### src/core/timer_pair_consts.vh
// Summary of operation
// - pair enable joins both timers into 32
// - lower timer is low word, upper high
// - paired: upper control bits are ignored
// - paired: lower clock/gate drive, upper flag
// - 32-bit period is period_high:period_low
// - count_high holds msw, count_low holds lsw
// - only first pair upper gives A/D trigger
// - two 16-bit, 32-bit timer, 32-bit counter
// - 32-bit count match period raises event
// - unpaired: each matches its own period
// - prescale field, clock source, gate bits
// - gated counting, prescaling, idle counting
// - each timer: internal timer or ext counter
`ifndef TIMER_PAIR_CONSTS_VH
`define TIMER_PAIR_CONSTS_VH

`define TMR_WORD_W        16
`define TMR_PAIR_W        32
`define TMR_PSC_W         8
`define TMR_PSC_SEL_W     2

// prescale_select codes and their terminal counts (ratio - 1)
`define TMR_PSC_DIV1      2'h0
`define TMR_PSC_DIV8      2'h1
`define TMR_PSC_DIV64     2'h2
`define TMR_PSC_DIV256    2'h3
`define TMR_PSC_TC1       8'h00
`define TMR_PSC_TC8       8'h07
`define TMR_PSC_TC64      8'h3F
`define TMR_PSC_TC256     8'hFF

`define TMR_COUNT_RST     16'h0000
`define TMR_PERIOD_RST    16'hFFFF

`endif

### src/core/paired_timer_32bit.v
`timescale 1ns/1ns
`include "timer_pair_consts.vh"
module paired_timer_32bit #(
  parameter HAS_ADC_TRIGGER = 1
) (
  input  wire        SYS_CLK_I,
  input  wire        RESET_I,
  input  wire        IDLE_I,
  input  wire        LOW_TIMER_ON_I,
  input  wire        LOW_STOP_IN_IDLE_I,
  input  wire [1:0]  LOW_PRESCALE_SELECT_I,
  input  wire        LOW_CLOCK_SOURCE_SELECT_I,
  input  wire        LOW_GATE_MODE_I,
  input  wire        PAIR_ENABLE_I,
  input  wire        HIGH_TIMER_ON_I,
  input  wire        HIGH_STOP_IN_IDLE_I,
  input  wire [1:0]  HIGH_PRESCALE_SELECT_I,
  input  wire        HIGH_CLOCK_SOURCE_SELECT_I,
  input  wire        HIGH_GATE_MODE_I,
  input  wire        LOW_EXT_CLK_I,
  input  wire        LOW_GATE_I,
  input  wire        HIGH_EXT_CLK_I,
  input  wire        HIGH_GATE_I,
  input  wire [15:0] PERIOD_LOW_I,
  input  wire [15:0] PERIOD_HIGH_I,
  input  wire        COUNT_LOW_WR_I,
  input  wire        COUNT_HIGH_WR_I,
  input  wire [15:0] COUNT_WDATA_I,
  input  wire        LOW_FLAG_CLR_I,
  input  wire        HIGH_FLAG_CLR_I,
  output wire [15:0] COUNT_LOW_O,
  output wire [15:0] COUNT_HIGH_O,
  output wire        LOW_FLAG_O,
  output wire        HIGH_FLAG_O,
  output wire        ADC_TRIGGER_O
);
  reg  [`TMR_WORD_W-1:0] count_low_ff;
  reg  [`TMR_WORD_W-1:0] count_high_ff;
  reg  [`TMR_WORD_W-1:0] nxt_count_low;
  reg  [`TMR_WORD_W-1:0] nxt_count_high;
  reg                    low_flag_ff;
  reg                    high_flag_ff;
  reg                    adc_trig_ff;
  reg                    low_match;
  reg                    high_match;
  reg                    pair_match;

  wire                   low_ext_lvl;
  wire                   low_ext_rise;
  wire                   low_gate_lvl;
  wire                   high_ext_lvl;
  wire                   high_ext_rise;
  wire                   high_gate_lvl;
  wire                   low_run;
  wire                   high_run;
  wire                   low_tick;
  wire                   high_tick;
  wire [`TMR_PAIR_W-1:0] count_pair;
  wire [`TMR_PAIR_W-1:0] period_pair;
  wire [`TMR_PAIR_W-1:0] count_pair_inc;

  // every pin that feeds the counters is resynchronised first
  pin_sync3 u_low_clk_sync (
    .clk_i   (SYS_CLK_I),
    .rst_i   (RESET_I),
    .pin_i   (LOW_EXT_CLK_I),
    .level_o (low_ext_lvl),
    .rise_o  (low_ext_rise)
  );

  pin_sync3 u_low_gate_sync (
    .clk_i   (SYS_CLK_I),
    .rst_i   (RESET_I),
    .pin_i   (LOW_GATE_I),
    .level_o (low_gate_lvl),
    .rise_o  ()
  );

  pin_sync3 u_high_clk_sync (
    .clk_i   (SYS_CLK_I),
    .rst_i   (RESET_I),
    .pin_i   (HIGH_EXT_CLK_I),
    .level_o (high_ext_lvl),
    .rise_o  (high_ext_rise)
  );

  pin_sync3 u_high_gate_sync (
    .clk_i   (SYS_CLK_I),
    .rst_i   (RESET_I),
    .pin_i   (HIGH_GATE_I),
    .level_o (high_gate_lvl),
    .rise_o  ()
  );

  // timer_on is the final enable; nothing here latches setup on it
  assign low_run  = LOW_TIMER_ON_I &
                    ~(IDLE_I & LOW_STOP_IN_IDLE_I);
  // paired: the upper control bits have no effect at all
  assign high_run = ~PAIR_ENABLE_I & HIGH_TIMER_ON_I &
                    ~(IDLE_I & HIGH_STOP_IN_IDLE_I);

  // lower tick source drives the whole 32-bit counter when paired
  tick_gen u_low_tick (
    .clk_i                 (SYS_CLK_I),
    .rst_i                 (RESET_I),
    .run_i                 (low_run),
    .prescale_select_i     (LOW_PRESCALE_SELECT_I),
    .clock_source_select_i (LOW_CLOCK_SOURCE_SELECT_I),
    .gate_mode_i           (LOW_GATE_MODE_I),
    .ext_rise_i            (low_ext_rise),
    .gate_level_i          (low_gate_lvl),
    .tick_o                (low_tick)
  );

  tick_gen u_high_tick (
    .clk_i                 (SYS_CLK_I),
    .rst_i                 (RESET_I),
    .run_i                 (high_run),
    .prescale_select_i     (HIGH_PRESCALE_SELECT_I),
    .clock_source_select_i (HIGH_CLOCK_SOURCE_SELECT_I),
    .gate_mode_i           (HIGH_GATE_MODE_I),
    .ext_rise_i            (high_ext_rise),
    .gate_level_i          (high_gate_lvl),
    .tick_o                (high_tick)
  );

  assign count_pair     = {count_high_ff, count_low_ff};
  assign period_pair    = {PERIOD_HIGH_I, PERIOD_LOW_I};
  assign count_pair_inc = count_pair + 32'h00000001;

  always @* begin
    nxt_count_low  = count_low_ff;
    nxt_count_high = count_high_ff;
    low_match      = 1'b0;
    high_match     = 1'b0;
    pair_match     = 1'b0;
    if (PAIR_ENABLE_I) begin
      if (low_tick) begin
        if (count_pair == period_pair) begin
          pair_match     = 1'b1;
          nxt_count_low  = `TMR_COUNT_RST;
          nxt_count_high = `TMR_COUNT_RST;
        end else begin
          nxt_count_low  = count_pair_inc[15:0];
          nxt_count_high = count_pair_inc[31:16];
        end
      end
    end else begin
      if (low_tick) begin
        if (count_low_ff == PERIOD_LOW_I) begin
          low_match     = 1'b1;
          nxt_count_low = `TMR_COUNT_RST;
        end else begin
          nxt_count_low = count_low_ff + 16'h0001;
        end
      end
      if (high_tick) begin
        if (count_high_ff == PERIOD_HIGH_I) begin
          high_match     = 1'b1;
          nxt_count_high = `TMR_COUNT_RST;
        end else begin
          nxt_count_high = count_high_ff + 16'h0001;
        end
      end
    end
    // a software write overrides the tick in the same cycle
    if (COUNT_LOW_WR_I) begin
      nxt_count_low = COUNT_WDATA_I;
    end
    if (COUNT_HIGH_WR_I) begin
      nxt_count_high = COUNT_WDATA_I;
    end
  end

  always @(posedge SYS_CLK_I) begin
    if (RESET_I) begin
      count_low_ff  <= `TMR_COUNT_RST;
      count_high_ff <= `TMR_COUNT_RST;
      low_flag_ff   <= 1'b0;
      high_flag_ff  <= 1'b0;
      adc_trig_ff   <= 1'b0;
    end else begin
      count_low_ff  <= nxt_count_low;
      count_high_ff <= nxt_count_high;
      // set wins over a clear arriving in the same cycle
      low_flag_ff   <= low_match | (low_flag_ff & ~LOW_FLAG_CLR_I);
      high_flag_ff  <= high_match | pair_match |
                       (high_flag_ff & ~HIGH_FLAG_CLR_I);
      // upper timer event is the trigger source, paired or not
      adc_trig_ff   <= (HAS_ADC_TRIGGER != 0) &
                       (high_match | pair_match);
    end
  end

  assign COUNT_LOW_O   = count_low_ff;
  assign COUNT_HIGH_O  = count_high_ff;
  assign LOW_FLAG_O    = low_flag_ff;
  assign HIGH_FLAG_O   = high_flag_ff;
  assign ADC_TRIGGER_O = adc_trig_ff;
endmodule

### src/core/pin_sync3.v
`timescale 1ns/1ns
`include "timer_pair_consts.vh"
module pin_sync3 (
  input  wire clk_i,
  input  wire rst_i,
  input  wire pin_i,
  output wire level_o,
  output wire rise_o
);
  reg meta_ff;
  reg sync2_ff;
  reg sync3_ff;
  reg level_ff;
  reg rise_ff;

  // a change counts only once stages two and three agree
  always @(posedge clk_i) begin
    if (rst_i) begin
      meta_ff  <= 1'b0;
      sync2_ff <= 1'b0;
      sync3_ff <= 1'b0;
      level_ff <= 1'b0;
      rise_ff  <= 1'b0;
    end else begin
      meta_ff  <= pin_i;
      sync2_ff <= meta_ff;
      sync3_ff <= sync2_ff;
      rise_ff  <= 1'b0;
      if (sync2_ff == sync3_ff) begin
        level_ff <= sync3_ff;
        rise_ff  <= sync3_ff & ~level_ff;
      end
    end
  end

  assign level_o = level_ff;
  assign rise_o  = rise_ff;
endmodule

### src/core/tick_gen.v
`timescale 1ns/1ns
`include "timer_pair_consts.vh"
module tick_gen (
  input  wire       clk_i,
  input  wire       rst_i,
  input  wire       run_i,
  input  wire [1:0] prescale_select_i,
  input  wire       clock_source_select_i,
  input  wire       gate_mode_i,
  input  wire       ext_rise_i,
  input  wire       gate_level_i,
  output wire       tick_o
);
  reg  [`TMR_PSC_W-1:0] psc_ff;
  reg  [`TMR_PSC_W-1:0] nxt_psc;
  reg                   nxt_tick;
  wire                  event_in;

  function [`TMR_PSC_W-1:0] psc_terminal;
    input [`TMR_PSC_SEL_W-1:0] sel;
    begin
      case (sel)
        `TMR_PSC_DIV1:  psc_terminal = `TMR_PSC_TC1;
        `TMR_PSC_DIV8:  psc_terminal = `TMR_PSC_TC8;
        `TMR_PSC_DIV64: psc_terminal = `TMR_PSC_TC64;
        default:        psc_terminal = `TMR_PSC_TC256;
      endcase
    end
  endfunction

  // gate only qualifies the internal clock; ext pulses ignore it
  assign event_in = clock_source_select_i ? ext_rise_i :
                    (gate_mode_i ? gate_level_i : 1'b1);

  always @* begin
    nxt_psc  = psc_ff;
    nxt_tick = 1'b0;
    if (!run_i) begin
      nxt_psc = {`TMR_PSC_W{1'b0}};
    end else if (event_in) begin
      if (psc_ff >= psc_terminal(prescale_select_i)) begin
        nxt_psc  = {`TMR_PSC_W{1'b0}};
        nxt_tick = 1'b1;
      end else begin
        nxt_psc = psc_ff + 8'h01;
      end
    end
  end

  always @(posedge clk_i) begin
    if (rst_i) begin
      psc_ff <= {`TMR_PSC_W{1'b0}};
    end else begin
      psc_ff <= nxt_psc;
    end
  end

  // combinational strobe, one cycle wide, keeps the count one cycle closer
  assign tick_o = nxt_tick;
endmodule

### config.mk
export PLATFORM = sky130hd
export DESIGN_NAME = paired_timer_32bit
export DESIGN_NICKNAME = d
export VERILOG_FILES = /design/src/core/paired_timer_32bit.v /design/src/core/pin_sync3.v /design/src/core/tick_gen.v
export VERILOG_INCLUDE_DIRS = /design/src /design/src/core
export SDC_FILE = /design/constraint.sdc
export NUM_CORES = 1
export LEC_CHECK = 0
export BUFFER_PORTS_ARGS = -buffer_cell sky130_fd_sc_hd__buf_4
export CORE_ASPECT_RATIO = 0.7
export CORE_UTILIZATION = 25
export DETAILED_ROUTE_END_ITERATION = 10
export GPL_TIMING_DRIVEN = 0
export SLEW_MARGIN = 20
export SYNTH_ARGS = -nofsm -noshare
export SYNTH_HDL_FRONTEND = slang
export SYNTH_SLANG_ARGS = --single-unit
### constraint.sdc
create_clock -name SYS_CLK_I -period 4.5 [get_ports SYS_CLK_I]
set_input_delay 0.45 -clock SYS_CLK_I [delete_from_list [all_inputs] [get_ports SYS_CLK_I]]
set_output_delay 0.45 -clock SYS_CLK_I [all_outputs]
set_load 0.05 [all_outputs]
## After elaboration in Yosys (flattened, before gate mapping)

Index checks and enable logic that the tools add are counted.

- Logic and storage cells: 115
- Register bits: 69

- Bitwise logic cells: 23
- $add $sub $neg: 5
- Reductions and logical operators: 9
- Mux-type cells: 39
- Magnitude comparators: 2
- Equality and inequality tests: 12

Operator list:

| operator | number |
|---|---|
| two-way mux 16 bit | 12 |
| two-way mux 8 bit | 6 |
| case mux 8 bit (3 select lines) | 2 |
| adder 16 x 1 -> 16 bit, second input constant | 2 |
| adder 32 x 1 -> 32 bit, second input constant | 1 |
| equality test 16 bit | 2 |
| equality test 32 bit | 1 |
| two-way mux 1 bit | 19 |
| adder 8 x 1 -> 8 bit, second input constant | 2 |
| greater-or-equal comparator 8 bit | 2 |
| inverter 1 bit | 11 |
| AND 1 bit | 9 |
| OR reduction 2 bit | 4 |
| equality test 1 bit | 4 |
| equality test 2 x 1 -> 1 bit, second input constant | 2 |
| equality test 2 bit, second input constant | 2 |
| logical NOT 2 bit | 2 |
| inequality test 3 x 1 -> 1 bit, second input constant | 1 |
| OR 1 bit | 3 |
| nonzero test 3 bit | 1 |
| AND reduction 2 bit | 1 |
| nonzero test 2 bit | 1 |

## Logic depth before layout (Yosys ltp)

- Depth after elaboration: 12
- Gate-level depth with buffers: 9
- Gate-level depth less buffers: 8

## Hierarchy

A second synthesis with hierarchy kept.

- Cell total of the unflattened synthesis: 563
- Area, all modules: 4997.3 µm²

By module, submodules not included:

| module | cells each | times used | area an instance (µm²) |
|---|---|---|---|
| paired_timer_32bit | 397 | 1 | 3240.6 |
| tick_gen | 59 | 2 | 580.6 |
| pin_sync3 | 12 | 4 | 148.9 |

## Least setup slack after synthesis

No wires, ideal clock.

- Kind: register to register
- Start: reg count_high_ff[4], in the netlist COUNT_HIGH_O[4]
- End: reg count_high_ff[13], in the netlist COUNT_HIGH_O[13]
- Arrival: 2.328 ns
- Setup slack: 2.055 ns
- Clock period less this slack: 2.445 ns
- Stages on the path, launching flop included: 9
- Path through: dfxtp_1 buf_2 xnor2_2 nand4_2 nor4_4 buf_6 a21oi_1 or3_1 a32o_1

- Cells in the longest elaborated chain, start to end: 5
- Elaborated cells between the ends (all ways): 10
- Those cells by class: add/sub (2); eq/ne (2); mux (6)

Ends and longest elaborated chain:

| element | line | source |
|---|---|---|
| from (decl) | paired_timer_32bit.v:38 | `` reg [`TMR_WORD_W-1:0] count_high_ff; `` |
| from (signal assigned) | paired_timer_32bit.v:178 | `` count_high_ff <= `TMR_COUNT_RST; `` |
| from (signal assigned) | paired_timer_32bit.v:184 | `count_high_ff <= nxt_count_high;` |
| adder 32 x 1 -> 32 bit (tied with other cells) | paired_timer_32bit.v:129 | `assign count_pair_inc = count_pair + 32'h00000001;` |
| two-way mux 16 bit (on tied branches) | paired_timer_32bit.v:139, paired_timer_32bit.v:158 |  |
| two-way mux 16 bit (on tied branches) | paired_timer_32bit.v:138, paired_timer_32bit.v:157 |  |
| two-way mux 16 bit * | paired_timer_32bit.v:137 | `if (PAIR_ENABLE_I) begin` |
| two-way mux 16 bit * | paired_timer_32bit.v:170 | `if (COUNT_HIGH_WR_I) begin` |

Mark *: on every way between the ends. The rest lies on a longest branch, timed or not. The select of a mux whose other input is x is not followed.
A chain may end at the register's enable or synchronous reset.

## Final worst setup path

- Start: reg count_high_ff[0], in the netlist COUNT_HIGH_O[0]
- End: reg count_low_ff[6], in the netlist COUNT_LOW_O[6]

- Cells in the longest elaborated chain, start to end: 5

Ends and longest elaborated chain:

| element | line | source |
|---|---|---|
| equality test 32 bit | paired_timer_32bit.v:139 | `if (count_pair == period_pair) begin` |
| two-way mux 16 bit | paired_timer_32bit.v:139 |  |
| two-way mux 16 bit | paired_timer_32bit.v:138 | `if (low_tick) begin` |
| two-way mux 16 bit | paired_timer_32bit.v:137 |  |
| two-way mux 16 bit | paired_timer_32bit.v:167 | `if (COUNT_LOW_WR_I) begin` |
| to (signal assigned) | paired_timer_32bit.v:177 | `` count_low_ff <= `TMR_COUNT_RST; `` |
| to (signal assigned) | paired_timer_32bit.v:183 | `count_low_ff <= nxt_count_low;` |
| to (decl) | paired_timer_32bit.v:37 | `` reg [`TMR_WORD_W-1:0] count_low_ff; `` |

Every way passes these cells. The select of a mux whose other input is x is not followed.

==> reports/qor.yml <==
clock_tree:
  clk_latency_ps: 340
  clk_path_buf_depth: 2
  cts_resized: 0
  postCtsSetupRepairBufs: 0
  cts_root_buf: "clkbuf_16"
  clkTransAtPathRegs_ps: 60
  clock_sinks: 69
  hold_buffers: 0
  cts_tree: "done"
  numCtsBuffers: 9
  cts.htree.levels: 3
yosys:
  ys_ff_latch: 69
  async_reset_ff_share_pct: 0
  synth.cell_area_mm2: 0.00462
  yosys.area.top_type: "dfxtp_1"
  synth_nets: 647
  synth.area.top_cells: "dfxtp_1 (30%), xnor2_1 (7.6%), nand2_1 (4.0%), o21ai_0 (3.9%), nor2_1 (3.4%)"
  synth_top_area_share_pct: 29.9
  yosysMostFrequentCell: "dfxtp_1"
  ys_warn_count: 0
  synth_top_flop_cell: "dfxtp_1"
  synth_area_per_cell_um2: 8.17
  seq_area_frac_synth_pct: 29.9
  syn_inst: 565
  ys_top_cells_by_count: "dfxtp_1 (69), nand2_1 (49), nor2_1 (42)"
  synth.distinct_cells: 75
  synth_edf_count: 0
grt:
  grt_pass1_vias: 4440
  grt.overflow.total: 0
  grt_use_total_pct: 17.6
  antenna_found_initial: 0
  grt_pass1_wl_um: 25400
  grt_max_degree: 14
pwr:
  comb_power_share_pct: 19.8
  internal_power_w: 0.00129
  clkPwrFrac_pct: 43.2
  power_switching_w: 0.000549
  leakage_nw: 2.30
  p_per_area_mw_per_mm2: 304
  p_total_w: 0.00184
  ir_worst_vdd_mv: 0.179
  p_seq_share_pct: 37.0
  swShare_pct: 29.9
timing:
  period_minus_slack_ps: 2790
  finalSetupViolCount: 0
  worst_slew_pin_slew_ps: 768
  fin_crit_sh_pct: 62.1
  rsz0062_at_grt: "no"
  fin_tns_setup_ps: 0
  skew_ps: 10.1
  report.final.slew_viol_count: 0
  relSlewSlack_pct: 48.4
  max_freq_mhz: 358
  hold_viol_final: 0
final_layout:
  drive_gt1_share_pct: 23.3
  final_nets: 763
  syn2layout_area_growth_pct: 30.6
  diodes: 0
  fillCellCount: 1944
status:
  status: "completed"
route:
  route.detailed.drc: 0
  routed_wirelength_um: 16800
  vias_per_cell: 5.37
  via_count: 4950
  drt_pre_antenna_iters: 7
  wl_per_cell_um: 18.2
  final_antenna_net_count: 0
  drt_iter0_drc: 593
die:
  initial_core_util_pct: 25.6
  core_area_mm2: 0.0181
  rows: 41
  die_h_um: 116
  die_w_um: 164
  die-area_mm2: 0.0190
  ios: 107
critical_path:
  worstPathArrival_ps: 3020
  cp_max_fo: 10
  r2r-end: "COUNT_LOW_O[6]$_SDFFE_PP0P_"
  reg2reg_from: "COUNT_HIGH_O[0]$_SDFFE_PP0P_"
  cp_data_required_time_ps: 4730
  startpoint: "COUNT_HIGH_O[0]$_SDFFE_PP0P_"
  worst_r2r_path_depth: 7
  start_kind: "register"
  end_kind: "register"
  cp-endpoint: "COUNT_LOW_O[6]$_SDFFE_PP0P_"
  path_class: "register to register"
  reg2reg_slack_ps: 1710
placement:
  dp_hpwl_um: 13100
  gp_congestion: 0.926
  numPortBuffers: 105
worst_hold_path:
  hold_class: "primary input to register"
flow_run:
  cap_viol_max_count: 0
-- cells by family after synthesis --
| kind of cell | Yosys count | synth area share, % |
|---|---|---|
| xor gates and xnor gates | 52 | 10.5 |
| muxes | 2 | 0.434 |
| AOI/OAI and AO/OA | 158 | 24.1 |
| buffers and inverters | 42 | 4.47 |
| adders and majority gates | 10 | 2.71 |
| DFF | 69 | 29.9 |
| and+or+nand+nor | 232 | 27.8 |
-- layer usage --
layer	global-route usage, %	vias to the layer above	share of wire (%)
met3	5.65	36	12
met1	26.0	2254	47
met2	24.4	290	40
met4	3.98	0	1.8
met5	0	-	0
li1	-	2370	-
-- worst min path at each step --
| stage | from | to | slack, ps | cells after the start |
|---|---|---|---|---|
| finish | HIGH_EXT_CLK_I | u_high_clk_sync.meta_ff$_SDFF_PP0_ | 320 | 2 |
| global route | LOW_GATE_I | u_low_gate_sync.meta_ff$_SDFF_PP0_ | 320 | 2 |
| CTS | HIGH_EXT_CLK_I | u_high_clk_sync.meta_ff$_SDFF_PP0_ | 310 | 2 |
| detailed placement | u_low_clk_sync.meta_ff$_SDFF_PP0_ | u_low_clk_sync.sync2_ff$_SDFF_PP0_ | 420 | 1 |
| global placement | u_low_gate_sync.meta_ff$_SDFF_PP0_ | u_low_gate_sync.sync2_ff$_SDFF_PP0_ | 420 | 1 |
| floorplan | u_high_clk_sync.meta_ff$_SDFF_PP0_ | u_high_clk_sync.sync2_ff$_SDFF_PP0_ | 410 | 1 |
-- metrics by stage --
stage          hold WS, ps  setup slack, ps  std cells  utilization (%)  area [µm²]
3_5_place_dp           423             1530        906             31.6        5700
2_1_floorplan          414             2050        565                -        4620
3_3_place_gp           417             1560        906             31.6        5700
6_report               317             1710        922             33.4        6030
5_1_grt                324             1560        922             33.4        6030
4_1_cts                313             1780        922             33.4        6030
-- sequential cells by signal (all words and copies together) (netlist names), 8 cells and up --
register and flops:
COUNT_HIGH_O 16, COUNT_LOW_O 16, u_high_tick.psc_ff 8, u_low_tick.psc_ff 8
-- layout make-up --
cell class | instances | area, µm² | share of cell area (%)
buffer | 29 | 158 | 2.61
clock buffer | 10 | 239 | 3.96
clock inverter | 6 | 91.3 | 1.51
inverter | 13 | 48.8 | 0.809
multi-input combinational | 454 | 3030 | 50.2
sequential | 69 | 1380 | 22.9
tap | 236 | 295 | 4.90
timing repair buffer | 105 | 788 | 13.1
-- power by group through the flow --
stage	registers, W	clock network (W)	logic (W)
3_5_place_dp	0.000692	0	0.000360
3_3_place_gp	0.000692	0	0.000359
6_report	0.000680	0.000793	0.000363
5_1_grt	0.000683	0.000829	0.000388
4_1_cts	0.000679	0.000807	0.000360
2_1_floorplan	0.000744	0	0.000157
-- worst max-delay path: stages, from the launching register on --
cell and delay (ps):
dfxtp_1 610, xnor2_1 200, nand4_2 230, o41ai_4 810, nand2_2 290, buf_2 280
a31oi_1 180, a21oi_1 80
-- layout by cell type, fill, tap and decap left out, types with 14 or more instances in the layout --
cell,synthesis,final
dfxtp_1,69,69
xnor2_1,40,40
nor2b_1,17,17
a21oi_1,23,23
nor2_1,42,42
nand3_1,27,27
nand4_1,20,20
nand2_1,49,49
buf_4,0,105
a31oi_1,15,15
clkbuf_1,14,14
o21ai_0,36,36
(Power assumes the default switching activity.)
